<file path="src/load_objects_defs.vh">
`ifndef LOAD_OBJECTS_DEFS_VH
`define LOAD_OBJECTS_DEFS_VH

// Object indices
`define IDX_QUESTIONABLE     16'h200B
`define IDX_OP_STATUS_LOW    16'h200D
`define IDX_OP_STATUS_HIGH   16'h200E
`define IDX_INPUT_ENABLE     16'h2011
`define IDX_MEAS_CURRENT     16'h2101
`define IDX_MEAS_VOLTAGE     16'h2102
`define IDX_MEAS_POWER       16'h2103
`define IDX_MEAS_RESISTANCE  16'h2104
`define IDX_CURR_TARGET_WR   16'h2201
`define IDX_CURR_TARGET_RB   16'h2202
`define IDX_VOLT_TARGET_WR   16'h2203
`define IDX_VOLT_TARGET_RB   16'h2204
`define IDX_PWR_TARGET_WR    16'h2205
`define IDX_PWR_TARGET_RB    16'h2206
`define IDX_RES_TARGET_WR    16'h2207
`define IDX_RES_TARGET_RB    16'h2208

// Reset values
`define TARGET_RESET         32'h00000000
`define ENABLE_RESET         1'h0

// Regulation mode codes on the mode select input
`define MODE_CC              2'h0
`define MODE_CV              2'h1
`define MODE_CR              2'h2
`define MODE_CP              2'h3

// Questionable word field positions
`define QB_OVP               0
`define QB_OCT               1
`define QB_OVT               2
`define QB_OPT               3
`define QB_OCP               4
`define QB_OTP               5
`define QB_RSL               6
`define QB_MODE_LO           7
`define QB_SOFT_SUM          11
`define QB_HARD_SUM          12
`define QB_INTERLOCK_OPEN_FLAG              13
`define QB_IPL               14
`define QB_IO_LINE_FAULT_FLAG              15

// Documented operation bits with no dedicated source port
`define OPLO_AUX_MASK        32'h5348C200
`define OPHI_AUX_MASK        32'h00030000

`endif

</file>
<file path="src/load_status_setpoint_objects.v">
`timescale 1ns/10ps
`include "load_objects_defs.vh"

module load_status_setpoint_objects
(
  // Clock and reset
  input  wire        clk_i,
  input  wire        rst_b_i,
  // Indexed object access
  input  wire        req_i,
  input  wire        we_i,
  input  wire [15:0] index_i,
  input  wire [31:0] wdata_i,
  output reg  [31:0] rdata_o,
  output reg         ack_o,
  output reg         err_o,
  // Hard and soft faults, interlock, input power loss and IO line flags (asynchronous)
  input  wire        overvolt_protect_fault_i,
  input  wire        overcurrent_trip_flag_i,
  input  wire        overvolt_trip_flag_i,
  input  wire        overpower_trip_flag_i,
  input  wire        overcurrent_protect_fault_i,
  input  wire        overtemp_protect_fault_i,
  input  wire        sense_loss_fault_i,
  input  wire        interlock_open_flag_i,
  input  wire        input_power_loss_flag_i,
  input  wire        io_line_fault_flag_i,
  // Operation status conditions (asynchronous)
  input  wire        low_voltage_trip_status_i,
  input  wire        sense_out_of_bounds_i,
  input  wire        linear_stage_power_limit_i,
  input  wire        resistor_stage_power_limit_i,
  input  wire        target_start_failed_i,
  input  wire        target_start_pending_i,
  input  wire        linear_module_overheat_i,
  input  wire        diode_module_overheat_i,
  input  wire        resistor_module_overheat_i,
  input  wire        regulation_lost_i,
  input  wire        supply_phase_missing_i,
  input  wire        input_fuse_open_i,
  input  wire        fan_stalled_i,
  input  wire        power_stage_overheat_i,
  input  wire        filter_module_overheat_i,
  input  wire        capacitor_overheat_i,
  input  wire        transformer_overheat_i,
  input  wire [31:0] aux_status_low_i,
  input  wire [31:0] aux_status_high_i,
  // Regulation loop state (same clock)
  input  wire [1:0]  reg_mode_i,
  input  wire        regulating_i,
  input  wire        sense_engaged_i,
  // Averaged measurements (same clock)
  input  wire [31:0] average_current_read_i,
  input  wire [31:0] average_voltage_read_i,
  input  wire [31:0] sense_voltage_read_i,
  input  wire [31:0] average_power_read_i,
  input  wire [31:0] average_resistance_read_i,
  // Outputs to the power stage
  output wire        input_conduct_o,
  output reg  [31:0] active_target_o,
  output reg  [1:0]  active_mode_o,
  output reg         target_valid_o
);

  ////////////////////////////////////////////////////////////////////////////
  // Declarations

  reg  [28:0] cond_s1;
  reg  [28:0] cond_s2;
  reg  [63:0] aux_s1;
  reg  [63:0] aux_s2;
  reg         load_input_enable;
  reg  [31:0] current_target;
  reg  [31:0] voltage_target;
  reg  [31:0] power_target;
  reg  [31:0] resistance_target;
  reg  [31:0] questionable_status;
  reg  [31:0] operation_status_low;
  reg  [31:0] operation_status_high;
  reg  [31:0] next_rdata;
  reg         next_err;
  reg  [31:0] next_target;
  wire [3:0]  mode_bits;
  wire [3:0]  soft_bits;
  wire [3:0]  hard_bits;
  wire        wr;

  ////////////////////////////////////////////////////////////////////////////
  // Functions

  // One-hot loop indicator; a 2-bit code cannot name two loops at once
  function [3:0] mode_onehot;
    input [1:0] mode;
    input       active;
    begin
      mode_onehot = 4'h0;
      if (active)
      begin
        case (mode)
          `MODE_CC: mode_onehot = 4'h1;
          `MODE_CV: mode_onehot = 4'h2;
          `MODE_CR: mode_onehot = 4'h4;
          default:  mode_onehot = 4'h8;
        endcase
      end
    end
  endfunction

  // Target register that belongs to a given loop
  function [31:0] target_for;
    input [1:0]  mode;
    input [31:0] cur;
    input [31:0] vlt;
    input [31:0] pwr;
    input [31:0] res;
    begin
      case (mode)
        `MODE_CC: target_for = cur;
        `MODE_CV: target_for = vlt;
        `MODE_CR: target_for = res;
        default:  target_for = pwr;
      endcase
    end
  endfunction

  ////////////////////////////////////////////////////////////////////////////
  // Input synchronisers

  // Fault lines come from other domains; two flops before any decode
  always @(posedge clk_i or negedge rst_b_i)
  begin
    if (!rst_b_i)
    begin
      cond_s1 <= 29'h00000000;
      cond_s2 <= 29'h00000000;
      aux_s1  <= 64'h0000000000000000;
      aux_s2  <= 64'h0000000000000000;
    end
    else
    begin
      cond_s1 <= {transformer_overheat_i, capacitor_overheat_i,
                  filter_module_overheat_i, power_stage_overheat_i,
                  fan_stalled_i, input_fuse_open_i,
                  supply_phase_missing_i, regulation_lost_i,
                  resistor_module_overheat_i, diode_module_overheat_i,
                  linear_module_overheat_i, target_start_pending_i,
                  target_start_failed_i, resistor_stage_power_limit_i,
                  linear_stage_power_limit_i, sense_out_of_bounds_i,
                  low_voltage_trip_status_i, io_line_fault_flag_i,
                  input_power_loss_flag_i, interlock_open_flag_i,
                  sense_loss_fault_i, overtemp_protect_fault_i,
                  overcurrent_protect_fault_i, overpower_trip_flag_i,
                  overvolt_trip_flag_i, overcurrent_trip_flag_i,
                  overvolt_protect_fault_i, 2'h0};
      cond_s2 <= cond_s1;
      aux_s1  <= {aux_status_high_i, aux_status_low_i};
      aux_s2  <= aux_s1;
    end
  end

  ////////////////////////////////////////////////////////////////////////////
  // Live status words

  // Loop indicator only while the input conducts and the loop regulates
  assign mode_bits = mode_onehot(reg_mode_i,
                                 regulating_i & load_input_enable);
  assign soft_bits = {1'b0, cond_s2[5], cond_s2[4], cond_s2[3]};
  assign hard_bits = {cond_s2[8], cond_s2[7], cond_s2[6], cond_s2[2]};

  // Rebuilt every cycle from live inputs, so nothing is latched
  always @*
  begin
    questionable_status                 = 32'h00000000;
    questionable_status[`QB_OVP]        = cond_s2[2];
    questionable_status[`QB_OCT]        = cond_s2[3];
    questionable_status[`QB_OVT]        = cond_s2[4];
    questionable_status[`QB_OPT]        = cond_s2[5];
    questionable_status[`QB_OCP]        = cond_s2[6];
    questionable_status[`QB_OTP]        = cond_s2[7];
    questionable_status[`QB_RSL]        = cond_s2[8];
    questionable_status[10:7]           = mode_bits;
    questionable_status[`QB_SOFT_SUM]   = |soft_bits;
    questionable_status[`QB_HARD_SUM]   = |hard_bits;
    questionable_status[`QB_INTERLOCK_OPEN_FLAG]       = cond_s2[9];
    questionable_status[`QB_IPL]        = cond_s2[10];
    questionable_status[`QB_IO_LINE_FAULT_FLAG]       = cond_s2[11];
  end

  // Same sources feed both maps so the two words always agree
  always @*
  begin
    operation_status_low       = aux_s2[31:0] & `OPLO_AUX_MASK;
    operation_status_low[0]    = ~load_input_enable;
    operation_status_low[1]    = load_input_enable;
    operation_status_low[4]    = cond_s2[3];
    operation_status_low[5]    = cond_s2[4];
    operation_status_low[6]    = cond_s2[5];
    operation_status_low[7]    = cond_s2[13];
    operation_status_low[8]    = cond_s2[12];
    operation_status_low[10]   = cond_s2[14];
    operation_status_low[11]   = cond_s2[15];
    operation_status_low[12]   = cond_s2[16];
    operation_status_low[13]   = cond_s2[17];
    operation_status_low[16]   = cond_s2[6];
    operation_status_low[17]   = cond_s2[2];
    operation_status_low[18]   = cond_s2[18];
    operation_status_low[20]   = cond_s2[9];
    operation_status_low[23]   = cond_s2[19];
    operation_status_low[26]   = cond_s2[11];
    operation_status_low[27]   = cond_s2[20];
    operation_status_low[29]   = cond_s2[21];
    operation_status_high      = aux_s2[63:32] & `OPHI_AUX_MASK;
    operation_status_high[0]   = cond_s2[22];
    operation_status_high[1]   = cond_s2[23];
    operation_status_high[2]   = cond_s2[24];
    operation_status_high[4]   = cond_s2[25];
    operation_status_high[5]   = cond_s2[26];
    operation_status_high[6]   = cond_s2[27];
    operation_status_high[7]   = cond_s2[28];
  end

  ////////////////////////////////////////////////////////////////////////////
  // Object read decode

  // Reads have no side effect; status words are sampled, never cleared
  always @*
  begin
    next_rdata = 32'h00000000;
    next_err   = 1'b0;
    if (we_i)
    begin
      case (index_i)
        `IDX_INPUT_ENABLE,
        `IDX_CURR_TARGET_WR,
        `IDX_VOLT_TARGET_WR,
        `IDX_PWR_TARGET_WR,
        `IDX_RES_TARGET_WR: next_err = 1'b0;
        default:            next_err = 1'b1;
      endcase
    end
    else
    begin
      case (index_i)
        `IDX_QUESTIONABLE:    next_rdata = questionable_status;
        `IDX_OP_STATUS_LOW:   next_rdata = operation_status_low;
        `IDX_OP_STATUS_HIGH:  next_rdata = operation_status_high;
        `IDX_INPUT_ENABLE:    next_rdata = {31'h0, load_input_enable};
        `IDX_MEAS_CURRENT:    next_rdata = average_current_read_i;
        `IDX_MEAS_VOLTAGE:
          next_rdata = sense_engaged_i ? sense_voltage_read_i
                                       : average_voltage_read_i;
        `IDX_MEAS_POWER:      next_rdata = average_power_read_i;
        `IDX_MEAS_RESISTANCE: next_rdata = average_resistance_read_i;
        `IDX_CURR_TARGET_WR,
        `IDX_CURR_TARGET_RB:  next_rdata = current_target;
        `IDX_VOLT_TARGET_WR,
        `IDX_VOLT_TARGET_RB:  next_rdata = voltage_target;
        `IDX_PWR_TARGET_WR,
        `IDX_PWR_TARGET_RB:   next_rdata = power_target;
        `IDX_RES_TARGET_WR,
        `IDX_RES_TARGET_RB:   next_rdata = resistance_target;
        default:              next_err   = 1'b1;
      endcase
    end
  end

  ////////////////////////////////////////////////////////////////////////////
  // Answer register

  // One answer per request, one cycle later
  always @(posedge clk_i or negedge rst_b_i)
  begin
    if (!rst_b_i)
    begin
      ack_o   <= 1'b0;
      err_o   <= 1'b0;
      rdata_o <= 32'h00000000;
    end
    else
    begin
      ack_o   <= req_i;
      err_o   <= req_i & next_err;
      rdata_o <= req_i ? next_rdata : 32'h00000000;
    end
  end

  ////////////////////////////////////////////////////////////////////////////
  // Writable objects

  assign wr = req_i & we_i;

  // Readback indices refuse writes, so only the write index stores
  always @(posedge clk_i or negedge rst_b_i)
  begin
    if (!rst_b_i)
    begin
      load_input_enable <= `ENABLE_RESET;
      current_target    <= `TARGET_RESET;
      voltage_target    <= `TARGET_RESET;
      power_target      <= `TARGET_RESET;
      resistance_target <= `TARGET_RESET;
    end
    else if (wr)
    begin
      case (index_i)
        `IDX_INPUT_ENABLE:   load_input_enable <= wdata_i[0];
        `IDX_CURR_TARGET_WR: current_target    <= wdata_i;
        `IDX_VOLT_TARGET_WR: voltage_target    <= wdata_i;
        `IDX_PWR_TARGET_WR:  power_target      <= wdata_i;
        `IDX_RES_TARGET_WR:  resistance_target <= wdata_i;
        default:             load_input_enable <= load_input_enable;
      endcase
    end
  end

  ////////////////////////////////////////////////////////////////////////////
  // Regulation target

  // Low means the power stage holds its input high-impedance
  assign input_conduct_o = load_input_enable;

  always @*
  begin
    next_target = target_for(reg_mode_i, current_target, voltage_target,
                             power_target, resistance_target);
  end

  // Registered so the loop never sees a half-switched target
  always @(posedge clk_i or negedge rst_b_i)
  begin
    if (!rst_b_i)
    begin
      active_target_o <= `TARGET_RESET;
      active_mode_o   <= `MODE_CC;
      target_valid_o  <= 1'b0;
    end
    else
    begin
      active_target_o <= next_target;
      active_mode_o   <= reg_mode_i;
      target_valid_o  <= load_input_enable & regulating_i;
    end
  end

endmodule

</file>
<file path="config.mk">
export PLATFORM = sky130hd
export DESIGN_NAME = load_status_setpoint_objects
export DESIGN_NICKNAME = d
export VERILOG_FILES = /design/src/load_status_setpoint_objects.v
export VERILOG_INCLUDE_DIRS = /design/src
export SDC_FILE = /design/constraint.sdc
export NUM_CORES = 1
export LEC_CHECK = 0
export BUFFER_PORTS_ARGS = -buffer_cell sky130_fd_sc_hd__buf_2
export CAP_MARGIN = 0
export CORE_ASPECT_RATIO = 1.4
export CORE_MARGIN = 3
export CORE_UTILIZATION = 25
export DETAILED_ROUTE_END_ITERATION = 7
export PLACE_DENSITY = 0.53
export SYNTH_ARGS = -nofsm -noshare
export SYNTH_HDL_FRONTEND = slang
export SYNTH_SLANG_ARGS = --single-unit
export TNS_END_PERCENT = 1
</file>
<file path="constraint.sdc">
create_clock -name clk_i -period 4.1 [get_ports clk_i]
set_input_delay 0.205 -clock clk_i [delete_from_list [all_inputs] [get_ports clk_i]]
set_output_delay 0.205 -clock clk_i [all_outputs]
set_load 0.03 [all_outputs]
</file>
==> results of run 1 <==
[metrics by stage]
| step | area, um^2 | power, mW | setup WS, ns | hold WS [ns] | util [%] |
|---|---|---|---|---|---|
| floorplan | 12200 | 2.91 | 1.82 | -0.0906 | - |
| global placement | 14800 | 3.17 | 1.01 | 0.315 | 30.7 |
| detailed placement | 14800 | 3.17 | 0.996 | 0.314 | 30.7 |
| CTS | 16800 | 6.14 | 0.840 | 0.000547 | 34.9 |
| global route | 16800 | 6.27 | 0.722 | 0.0403 | 34.9 |
| finish | 16800 | 6.05 | 0.751 | 0.0322 | 34.9 |
[state kept, by name, summed over array words and instances (netlist names)]
| register | count |
|---|---|
| aux_s2 | 11 |
| err_o | 1 |
| power_target | 32 |
| resistance_target | 32 |
| cond_s1 | 27 |
| rdata_o | 32 |
| ack_o | 1 |
| current_target | 32 |
| cond_s2 | 27 |
| target_valid_o | 1 |
| active_target_o | 32 |
| aux_s1 | 11 |
| input_conduct_o | 1 |
| active_mode_o | 2 |
| target_for.vlt | 32 |
[worst paths after layout]
check                                               from                end  slack (ns)  cells after the start
min                        average_resistance_read_i[28]        rdata_o[28]        0.03                      3
max in group asynchronous                        rst_b_i  target_for.vlt[2]        2.66                      3
min in group asynchronous                        rst_b_i        rdata_o[19]        0.32                      2
max reg2reg                                   cond_s2[6]        rdata_o[12]        1.69                      4
min reg2reg                                   cond_s1[4]         cond_s2[4]        0.35                      0
max                                          index_i[11]        rdata_o[12]        0.75                      9
[cell usage in the layout, fill, tap and decap left out, types with 5 or more instances in the layout]
cell,count
a32oi_1,6
and3_1,14
dfrtp_1,274
a222oi_1,20
a221oi_1,34
diode_2,6
nor4_4,5
dlygate4sd3_1,100
and2_1,5
a22oi_1,13
a31oi_1,28
mux4_2,32
a32o_1,23
a21oi_1,9
buf_2,321
mux2_4,30
a22o_1,18
nor2b_1,5
nor4_1,5
buf_12,8
or4b_2,7
nor3_1,6
a41oi_1,6
mux2i_1,11
clkbuf_8,5
nand2_1,21
nor2_1,17
nand3_1,5
mux2_2,126
or4_1,5
buf_4,34
clkbuf_16,30
[area by class of cell]
| class | instances | area (um^2) | share of cell area, % |
|---|---|---|---|
| inverters | 3 | 11.3 | 0.0670 |
| diodes | 6 | 15.0 | 0.0893 |
| clock buffers | 38 | 831 | 4.94 |
| multi-input cells | 503 | 5070 | 30.2 |
| flip-flops and latches | 274 | 6860 | 40.8 |
| repair buffers | 464 | 3040 | 18.1 |
| well taps | 630 | 788 | 4.69 |
| clock inverters | 15 | 205 | 1.22 |
[cell families (layout without fill, tap and decap cells)]
group,count (synthesis),after routing
other cells,0,6
flops,274,274
xor+xnor,2,2
compound gates,176,176
mux,199,199
buf+inv,73,520
simple gates,126,126
[layer usage]
layer	global-route usage (%)	vias up	part of all wire [%]
met1	23.1	5075	39
met3	2.65	108	5.8
li1	-	4228	-
met4	8.10	8	4.3
met2	31.7	428	50
met5	0	-	0.10
[worst max-delay path, stage by stage]
cell and delay, ns:
buf_2 0.09, or4b_1 0.69, buf_4 0.32, nor4_4 0.79, buf_12 0.28, a222oi_1 0.11
dlygate4sd3_1 0.61, a31oi_1 0.18, dlygate4sd3_1 0.56
[cells in the mapped netlist, types with 3 or more instances]
cell,count
mux2_2,126
a32oi_1,6
a22o_1,18
a21oi_1,9
and3_1,14
nand2_1,21
inv_1,3
buf_6,3
buf_2,35
nor2_1,20
o2bb2ai_1,3
a31oi_1,28
buf_1,4
a222oi_1,20
and2_1,6
nor2b_1,5
a22oi_1,13
nand3_1,5
a32o_1,23
clkbuf_1,26
a221oi_1,34
or4_1,5
or4b_2,7
a41oi_1,6
mux2_4,30
mux4_2,32
a2111oi_0,4
nor3_1,6
dfrtp_1,274
nand4b_1,3
mux2i_1,11
nor4_1,6
nor4_2,6
or3_1,3
[power breakdown]
part | internal (mW) | switching [mW]
clock | 1.68 | 1.17
combinational | 0.201 | 0.231
sequential | 2.74 | 0.0155
==> impl_metrics.json, run 1 <==
{
  "gp_congestion": 0.829,
  "vias": 9847,
  "nets": 1583,
  "max_freq_mhz": 299,
  "clkTransAtPathRegs_ns": 0.07,
  "tritoncts": "built",
  "synth_top_family_by_area": "multiplexers",
  "synth_seq_cells": 274,
  "run_status": "completed",
  "netlist.area_leader.share_pct": 56.3,
  "ys.flop_type": "dfrtp_1",
  "worstMarginPinSlew_ns": 0.958,
  "cp.required_ns": 4.61,
  "startpoint_type": "primary input",
  "fin_cells": 1933,
  "io_pins": 377,
  "synth_area_leaders": "dfrtp_1 56%, mux2_2 12%, mux4_2 5.9%",
  "clockBufferDepth": 3,
  "port_buffers": 323,
  "avgSynthCellArea_um2": 14.3,
  "slew_headroom_pct": 36.1,
  "finalWirelength_mm": 48.9,
  "antenna_left": 0,
  "setup_viol": 0,
  "setup_tns_ns": 0,
  "crit_fanout": 22,
  "drv_cap": 0,
  "clk_latency_ns": 0.57,
  "yosys_warnings": 0,
  "cp-end-kind": "flop",
  "grt.overflow.total": 0,
  "hold_buffers": 100,
  "final-hold-violation-count": 0,
  "rows": 95,
  "synth_xor_area_share_pct": 0.144,
  "start_util_pct": 25.3,
  "ctsResizeCount": 0,
  "power_density_mw_per_mm2": 360,
  "final-max-slew-violation-count": 0,
  "rsz0062_at_grt": "no",
  "synth_edf_count": 0,
  "ys_types": 62,
  "dp_cells": 1774,
  "synth-seq-area-share_pct": 56.3,
  "crit_arrival_ns": 3.86,
  "synth_top_area_cell": "dfrtp_1",
  "drc": 0,
  "cts.sinks": 274,
  "period_needed_ns": 3.35,
  "hold_path.class": "in2reg",
  "layout-drive-gt1-share_pct": 48.6,
  "syn2layout_area_growth_pct": 38.0,
  "async_reset_ff_share_pct": 100,
  "root_buffer": "clkbuf_16",
  "die_w_um": 193,
  "dieArea_mm2": 0.0515,
  "grtUsageTotal_pct": 18.5,
  "h-tree-depth": 1,
  "grt_pass1_wl_mm": 70.0,
  "finClkSkew_ns": 0.0212,
  "viasPerCell": 5.09,
  "synth_cells": 850,
  "antenna_found_initial": 11,
  "numCtsBuffers": 30,
  "grt_max_degree": 120,
  "fp.dieH_um": 267,
  "detailed_place_hpwl_mm": 34.5,
  "first_pass_iters": 6,
  "n_fill_cell": 4768,
  "grt_pass1_vias": 10400,
  "yosys.area_share.simple_pct": 6.58,
  "wl_per_cell_um": 25.3,
  "synth_mux_area_share_pct": 22.2,
  "post-cts-setup-buffer-count": 0,
  "p_leak_nw": 7.87,
  "core-area_mm2": 0.0481,
  "drtIter0Drc": 728,
  "period_share_pct": 81.7,
  "synth_compound_area_share_pct": 12.0,
  "yosys.area_share.adder_pct": 0,
  "irDropWorstVdd_mv": 0.286,
  "syn_area_mm2": 0.0122,
  "crit_type": "in2reg",
  "synth_fp_nets": 1157
}
No activity file was read; power rests on OpenSTA's default activity.
==> inputs of run 2 (changes only) <==
--- a/config.mk
+++ b/config.mk
@@ -6,13 +6,14 @@
 export SDC_FILE = /design/constraint.sdc
 export NUM_CORES = 1
 export LEC_CHECK = 0
+export ABC_AREA = 1
 export BUFFER_PORTS_ARGS = -buffer_cell sky130_fd_sc_hd__buf_2
 export CAP_MARGIN = 0
 export CORE_ASPECT_RATIO = 1.4
 export CORE_MARGIN = 3
 export CORE_UTILIZATION = 25
 export DETAILED_ROUTE_END_ITERATION = 7
-export PLACE_DENSITY = 0.53
+export PLACE_DENSITY = 0.52
 export SYNTH_ARGS = -nofsm -noshare
 export SYNTH_HDL_FRONTEND = slang
 export SYNTH_SLANG_ARGS = --single-unit
==> constraint.sdc (replaced) <==
create_clock -name clk_i -period 3.3 [get_ports clk_i]
set_input_delay 0.165 -clock clk_i [delete_from_list [all_inputs] [get_ports clk_i]]
set_output_delay 0.165 -clock clk_i [all_outputs]
set_load 0.03 [all_outputs]
==> run 2 against run 1 <==
Via count rose by 24%. First-iteration DRC count did not move. Hold slack improved by 0.015 ns. Final area rose by 2.3%. Non-clock buffer count fell by 37. Combinational power rose by 47%. Clock power rose by 29%. Cell count rose by 36%. Count of clock-buffer cells in the layout rose by 4. Largest cell class unchanged. Highest routed layer is now met4.
==> impl_metrics.json, run 2 <==
{
  "post-route-util_pct": 33.5,
  "die_w_um": 199,
  "core-area_mm2": 0.0514,
  "met1_usage_pct": 22.0,
  "max_freq_mhz": 534,
  "cp.required_ns": 3.81,
  "worstMarginPinSlew_ns": 0.834,
  "cpMostUsedCell": "nor2_1",
  "mostFrequentLayoutCells": "382 x nand2_1, 322 x buf_2, 274 x dfrtp_1",
  "period_share_pct": 56.8,
  "rsz0062_at_grt": "no",
  "root_buffer": "clkbuf_16",
  "startpoint_type": "primary input",
  "numCtsBuffers": 30,
  "hold_path.class": "in2reg",
  "post-cts-setup-buffer-count": 0,
  "avgSynthCellArea_um2": 8.23,
  "yosys_warnings": 0,
  "h-tree-depth": 1,
  "crit_family": "simple AND/OR/NAND/NOR gates",
  "synth_top_area_cell": "dfrtp_1",
  "synth_fp_nets": 1891,
  "start_util_pct": 25.4,
  "n_fill_cell": 5392,
  "clkTransAtPathRegs_ns": 0.06,
  "path_depth": 10,
  "setup_viol": 0,
  "clk_latency_ns": 0.58,
  "met2_usage_pct": 33.5,
  "async_reset_ff_share_pct": 100,
  "irDropWorstVdd_mv": 0.333,
  "drtIter0Drc": 728,
  "tritoncts": "built",
  "grtUsageTotal_pct": 18.4,
  "ys_top_cells_by_count": "382 x nand2_1, 274 x dfrtp_1, 199 x inv_1, 173 x nand3_1, 173 x o21ai_0",
  "critPathBufInv": 1,
  "drc": 0,
  "period_needed_ns": 1.87,
  "r2r_cells": 6,
  "crit_arrival_ns": 2.38,
  "detailed_place_hpwl_mm": 36.8,
  "grt_max_degree": 87,
  "crit_type": "in2reg",
  "final-hold-violation-count": 0,
  "run_status": "completed",
  "synth_most_common_cell": "nand2_1",
  "grt_pass1_wl_mm": 76.7,
  "r2r_slack_ns": 1.93,
  "vias": 12200,
  "ys.flop_type": "dfrtp_1",
  "cp-startpoint": "index_i[5]",
  "clockBufferDepth": 3,
  "path_cells": "buf_2 -> nor2_1 -> nand2_2 -> nor2_2 -> nand2_1 -> o21ai_0 -> nor2_1 -> nand2_1 -> nor2_1 -> nor2_2",
  "setup_tns_ns": 0,
  "critPathSlowestCell": "nand2_1",
  "r2r-end": "rdata_o[16]",
  "viasPerCell": 4.62,
  "first_pass_iters": 5,
  "cts.sinks": 274,
  "nets": 2266,
  "rr_startpoint": "aux_s2[48]",
  "met3_usage_pct": 2.41,
  "finClkSkew_ns": 0.0261,
  "wl_per_cell_um": 19.6,
  "io_pins": 377,
  "crit_fanout": 14,
  "synth_area_leaders": "dfrtp_1 53%, nand2_1 11%, nand3_1 6.6%",
  "antenna_left": 0,
  "grt.overflow.total": 0,
  "synth-seq-area-share_pct": 52.6,
  "antenna_found_initial": 2,
  "dieArea_mm2": 0.0550,
  "synth_seq_cells": 274,
  "syn_area_mm2": 0.0130,
  "syn2layout_area_growth_pct": 31.9,
  "top_usage_layer": "met2",
  "synth_edf_count": 0,
  "p_leak_nw": 8.89,
  "gp_congestion": 0.877,
  "cp-end-kind": "flop",
  "final_common_cell": "nand2_1",
  "synth_cells": 1584,
  "layout-drive-gt1-share_pct": 24.4,
  "slew_headroom_pct": 44.3,
  "ys_types": 29,
  "crit_end": "rdata_o[13]",
  "drv_cap": 0,
  "fp.dieH_um": 276,
  "grt_pass1_vias": 12400,
  "rows": 98,
  "netlist.area_leader.share_pct": 52.6,
  "final-max-slew-violation-count": 0,
  "cpPeakStageDelay_ns": 0.46,
  "port_buffers": 323,
  "finalWirelength_mm": 51.5,
  "power_density_mw_per_mm2": 454
}
-- run 2: worst min path at each step --
stage | start | to | slack [ns] | cells past startpoint
global route | average_current_read_i[9] | rdata_o[9] | 0.08 | 7
global placement | rst_b_i | aux_s1[48] | 0.21 | 1
CTS | average_current_read_i[9] | rdata_o[9] | 0.007 | 7
floorplan | rst_b_i | ack_o | -0.13 | 0
finish | average_current_read_i[9] | rdata_o[9] | 0.05 | 7
detailed placement | rst_b_i | aux_s1[48] | 0.22 | 1
-- run 2: cell families (layout without fill, tap and decap cells) --
| logic type | after synthesis | after routing | synth area share (%) |
|---|---|---|---|
| compound gates | 242 | 242 | 9.81 |
| simple gates | 737 | 737 | 24.3 |
| flops | 274 | 274 | 52.6 |
| mux | 46 | 46 | 3.97 |
| buf+inv | 285 | 684 | 9.29 |
| other cells | 0 | 3 | 0 |
-- run 2: where the power goes --
| group | leakage (nW) | switching, mW | total, mW | internal, mW |
|---|---|---|---|---|
| clock network | 0.544 | 1.43 | 3.70 | 2.27 |
| logic | 5.23 | 0.389 | 0.636 | 0.247 |
| registers | 3.12 | 0.0265 | 3.47 | 3.44 |
| total | 8.89 | 1.85 | 7.80 | 5.95 |
-- run 2: worst reg2reg max path, stage by stage (launching register included) --
cell     delay [ns]
dfrtp_1        0.37
nand3_1        0.12
o21ai_0        0.16
nor2_1         0.35
nand2_1        0.10
nor2_1         0.13
nor2_2         0.04
-- run 2: metal layers --
metal	vias to the layer above	wire length, um
met2	420	26900
met5	-	0
li1	5798	-
met3	88	2590
met1	5860	20100
met4	0	1970
-- run 2: area by class of cell --
cell class / count / area [um^2] / area share, %
antenna: 3 / 7.51 / 0.0437
clock buffer: 42 / 886 / 5.15
clock inverter: 14 / 220 / 1.28
inverter: 201 / 754 / 4.39
multi-input combinational: 1025 / 4990 / 29.0
sequential: 274 / 6860 / 39.9
tap: 650 / 813 / 4.73
timing repair buffer: 427 / 2670 / 15.5
-- run 2: per-stage QoR --
step	instance area, um^2	power [mW]	hold slack (ns)	setup WS [ns]	std cells
2_1_floorplan	13000	3.72	-0.131	1.76	1584
3_3_place_gp	15300	4.09	0.206	0.816	2501
3_5_place_dp	15300	4.09	0.215	0.758	2501
4_1_cts	17200	7.91	0.00699	1.36	2633
5_1_grt	17200	8.09	0.0814	1.19	2635
6_report	17200	7.80	0.0476	1.43	2636
-- run 2: what timing repair did --
item                                    4_1_cts  5_1_grt
endpoints found under the setup margin        0        0
hold buffers                                 76        0
endpoints found under the hold margin       254        0
gates resized for setup                       0        0
==> inputs of run 3 (changes only) <==
==> constraint.sdc (replaced) <==
create_clock -name clk_i -period 1.8 [get_ports clk_i]
set_input_delay 0.09 -clock clk_i [delete_from_list [all_inputs] [get_ports clk_i]]
set_output_delay 0.09 -clock clk_i [all_outputs]
set_load 0.03 [all_outputs]
==> run 3 against run 2 <==
First-iteration DRC count up 0.55%. Clock power is 66% higher. Die area did not move. Sequential cell count stayed put. Hold slack lost 0.022 ns. Sequential power up 83%. Critical path type unchanged.
==> impl_metrics.json, run 3 (same netlist as run 2, synthesis figures left out) <==
{
  "seq_power_share_pct": 46.3,
  "hold_buffers": 79,
  "syn2layout_area_growth_pct": 37.6,
  "ctsResizeCount": 0,
  "max_freq_mhz": 650,
  "post-cts-setup-buffer-count": 0,
  "drv_cap": 0,
  "detailed_place_hpwl_mm": 39.8,
  "crit_fanout": 12,
  "root_buffer": "clkbuf_16",
  "io_pins": 377,
  "die_w_um": 199,
  "worstMarginPinSlew_ns": 0.726,
  "drc": 0,
  "grt.overflow.total": 0,
  "clk_latency_ns": 0.56,
  "wl_met2_mm": 28.2,
  "dp_cells": 2578,
  "mostFrequentLayoutCells": "382 x nand2_1, 322 x buf_2, 274 x dfrtp_1",
  "grtUsageTotal_pct": 19.0,
  "period_needed_ns": 1.54,
  "fin_cells": 2711,
  "hold_path.class": "in2async",
  "numCtsBuffers": 30,
  "rsz0062_at_grt": "no",
  "crit_type": "in2reg",
  "wl_met1_mm": 21.1,
  "cp.required_ns": 2.30,
  "clkPwrFrac_pct": 44.8,
  "setup_viol": 0,
  "core-area_mm2": 0.0514,
  "start_util_pct": 25.4,
  "post-route-util_pct": 34.9,
  "cp-end-kind": "flop",
  "port_buffers": 323,
  "p_sw_share_pct": 23.9,
  "p_int_mw": 10.5,
  "netSwitchingPower_mw": 3.28,
  "startpoint_type": "primary input",
  "nets": 2346,
  "wl_met3_mm": 2.14,
  "cts.sinks": 274,
  "gp_congestion": 0.899,
  "setup_tns_ns": 0,
  "period_share_pct": 85.4,
  "layout-drive-gt1-share_pct": 26.9,
  "clockBufferDepth": 3,
  "finalWirelength_mm": 53.0,
  "post-place-ws_ns": -0.103,
  "antenna_left": 0,
  "dieArea_mm2": 0.0550,
  "final_common_cell": "nand2_1",
  "layout_setup_ws_ns": 0.262,
  "finClkSkew_ns": 0.00642,
  "h-tree-depth": 1,
  "antenna_found_initial": 4,
  "first_pass_iters": 5,
  "slew_headroom_pct": 51.6,
  "clkTransAtPathRegs_ns": 0.06,
  "vias": 12400,
  "wl_per_cell_um": 19.5,
  "power_density_mw_per_mm2": 766,
  "final-hold-violation-count": 0,
  "drtIter0Drc": 732,
  "irDropWorstVdd_mv": 0.705,
  "crit_arrival_ns": 2.03,
  "combPwrFrac_pct": 8.9,
  "fp.dieH_um": 276,
  "top_layer": "met5",
  "viasPerCell": 4.58,
  "grt_pass1_vias": 13000,
  "grt_pass1_wl_mm": 79.1,
  "r2r_slack_ns": 0.39,
  "rows": 98,
  "p_leak_nw": 9.31,
  "tritoncts": "built",
  "final-max-slew-violation-count": 0,
  "grt_max_degree": 62,
  "run_status": "completed"
}
[run 3: cell count changes in the layout (fill, tap and decap cells not counted), moves of 2 or more]
cell / delta
bufinv_16: -3
clkinv_2: +2
clkbuf_1: +4
buf_12: +21
diode_2: -2
clkbuf_8: -3
buf_4: +56
clkinv_4: -2
dlygate4sd3_1: +3
[run 3: layer usage]
| metal | global-route usage, % | vias to the layer above |
|---|---|---|
| li1 | - | 5957 |
| met1 | 22.7 | 5996 |
| met2 | 35.4 | 382 |
| met3 | 1.91 | 75 |
| met4 | 6.08 | 2 |
| met5 | 0 | - |
[run 3: layout make-up]
cell class	count	area, um^2
antenna	1	2.50
clock inverter	9	97.6
inverter	201	754
sequential	274	6860
timing repair buffer	507	3540
tap	650	813
multi-input combinational	1025	4990
clock buffer	44	885
fill	5324	33400
[run 3: final timing paths]
check                                         startpoint          end  depth (start not counted)
min in group clk_i         average_resistance_read_i[28]  rdata_o[28]                          7
max in group asynchronous                        rst_b_i   cond_s1[2]                          3
hold reg to reg                              cond_s1[13]  cond_s2[13]                          0
setup reg to reg                              cond_s2[6]  rdata_o[12]                          9
setup / recovery                           reg_mode_i[0]   rdata_o[9]                         11
hold / removal                                   rst_b_i  cond_s2[28]                          2
[run 3: critical path, stage by stage]
cell	delay [ns]
dlygate4sd3_1	0.54
buf_2	0.16
inv_1	0.08
nand2_1	0.06
inv_1	0.53
nand2_1	0.09
o21ai_0	0.21
nor2_1	0.08
nand2_1	0.07
nor2_1	0.04
nor2_2	0.07
[run 3: power by group through the flow]
stage,combinational [mW],clock [mW],sequential [mW]
finish,1.23,6.15,6.36
global route,1.35,6.60,6.37
CTS,1.25,6.34,6.36
detailed placement,1.10,0,6.47
global placement,1.10,0,6.47
floorplan,0.229,0,6.59
[run 3: through the flow]
stage          hold slack, ns  area [um^2]  total power [mW]
2_1_floorplan          -0.206        13000              6.82
3_3_place_gp           0.0340        16200              7.57
3_5_place_dp           0.0376        16200              7.57
4_1_cts              0.000319        17900              14.0
5_1_grt                0.0390        17900              14.3
6_report               0.0254        17900              13.7
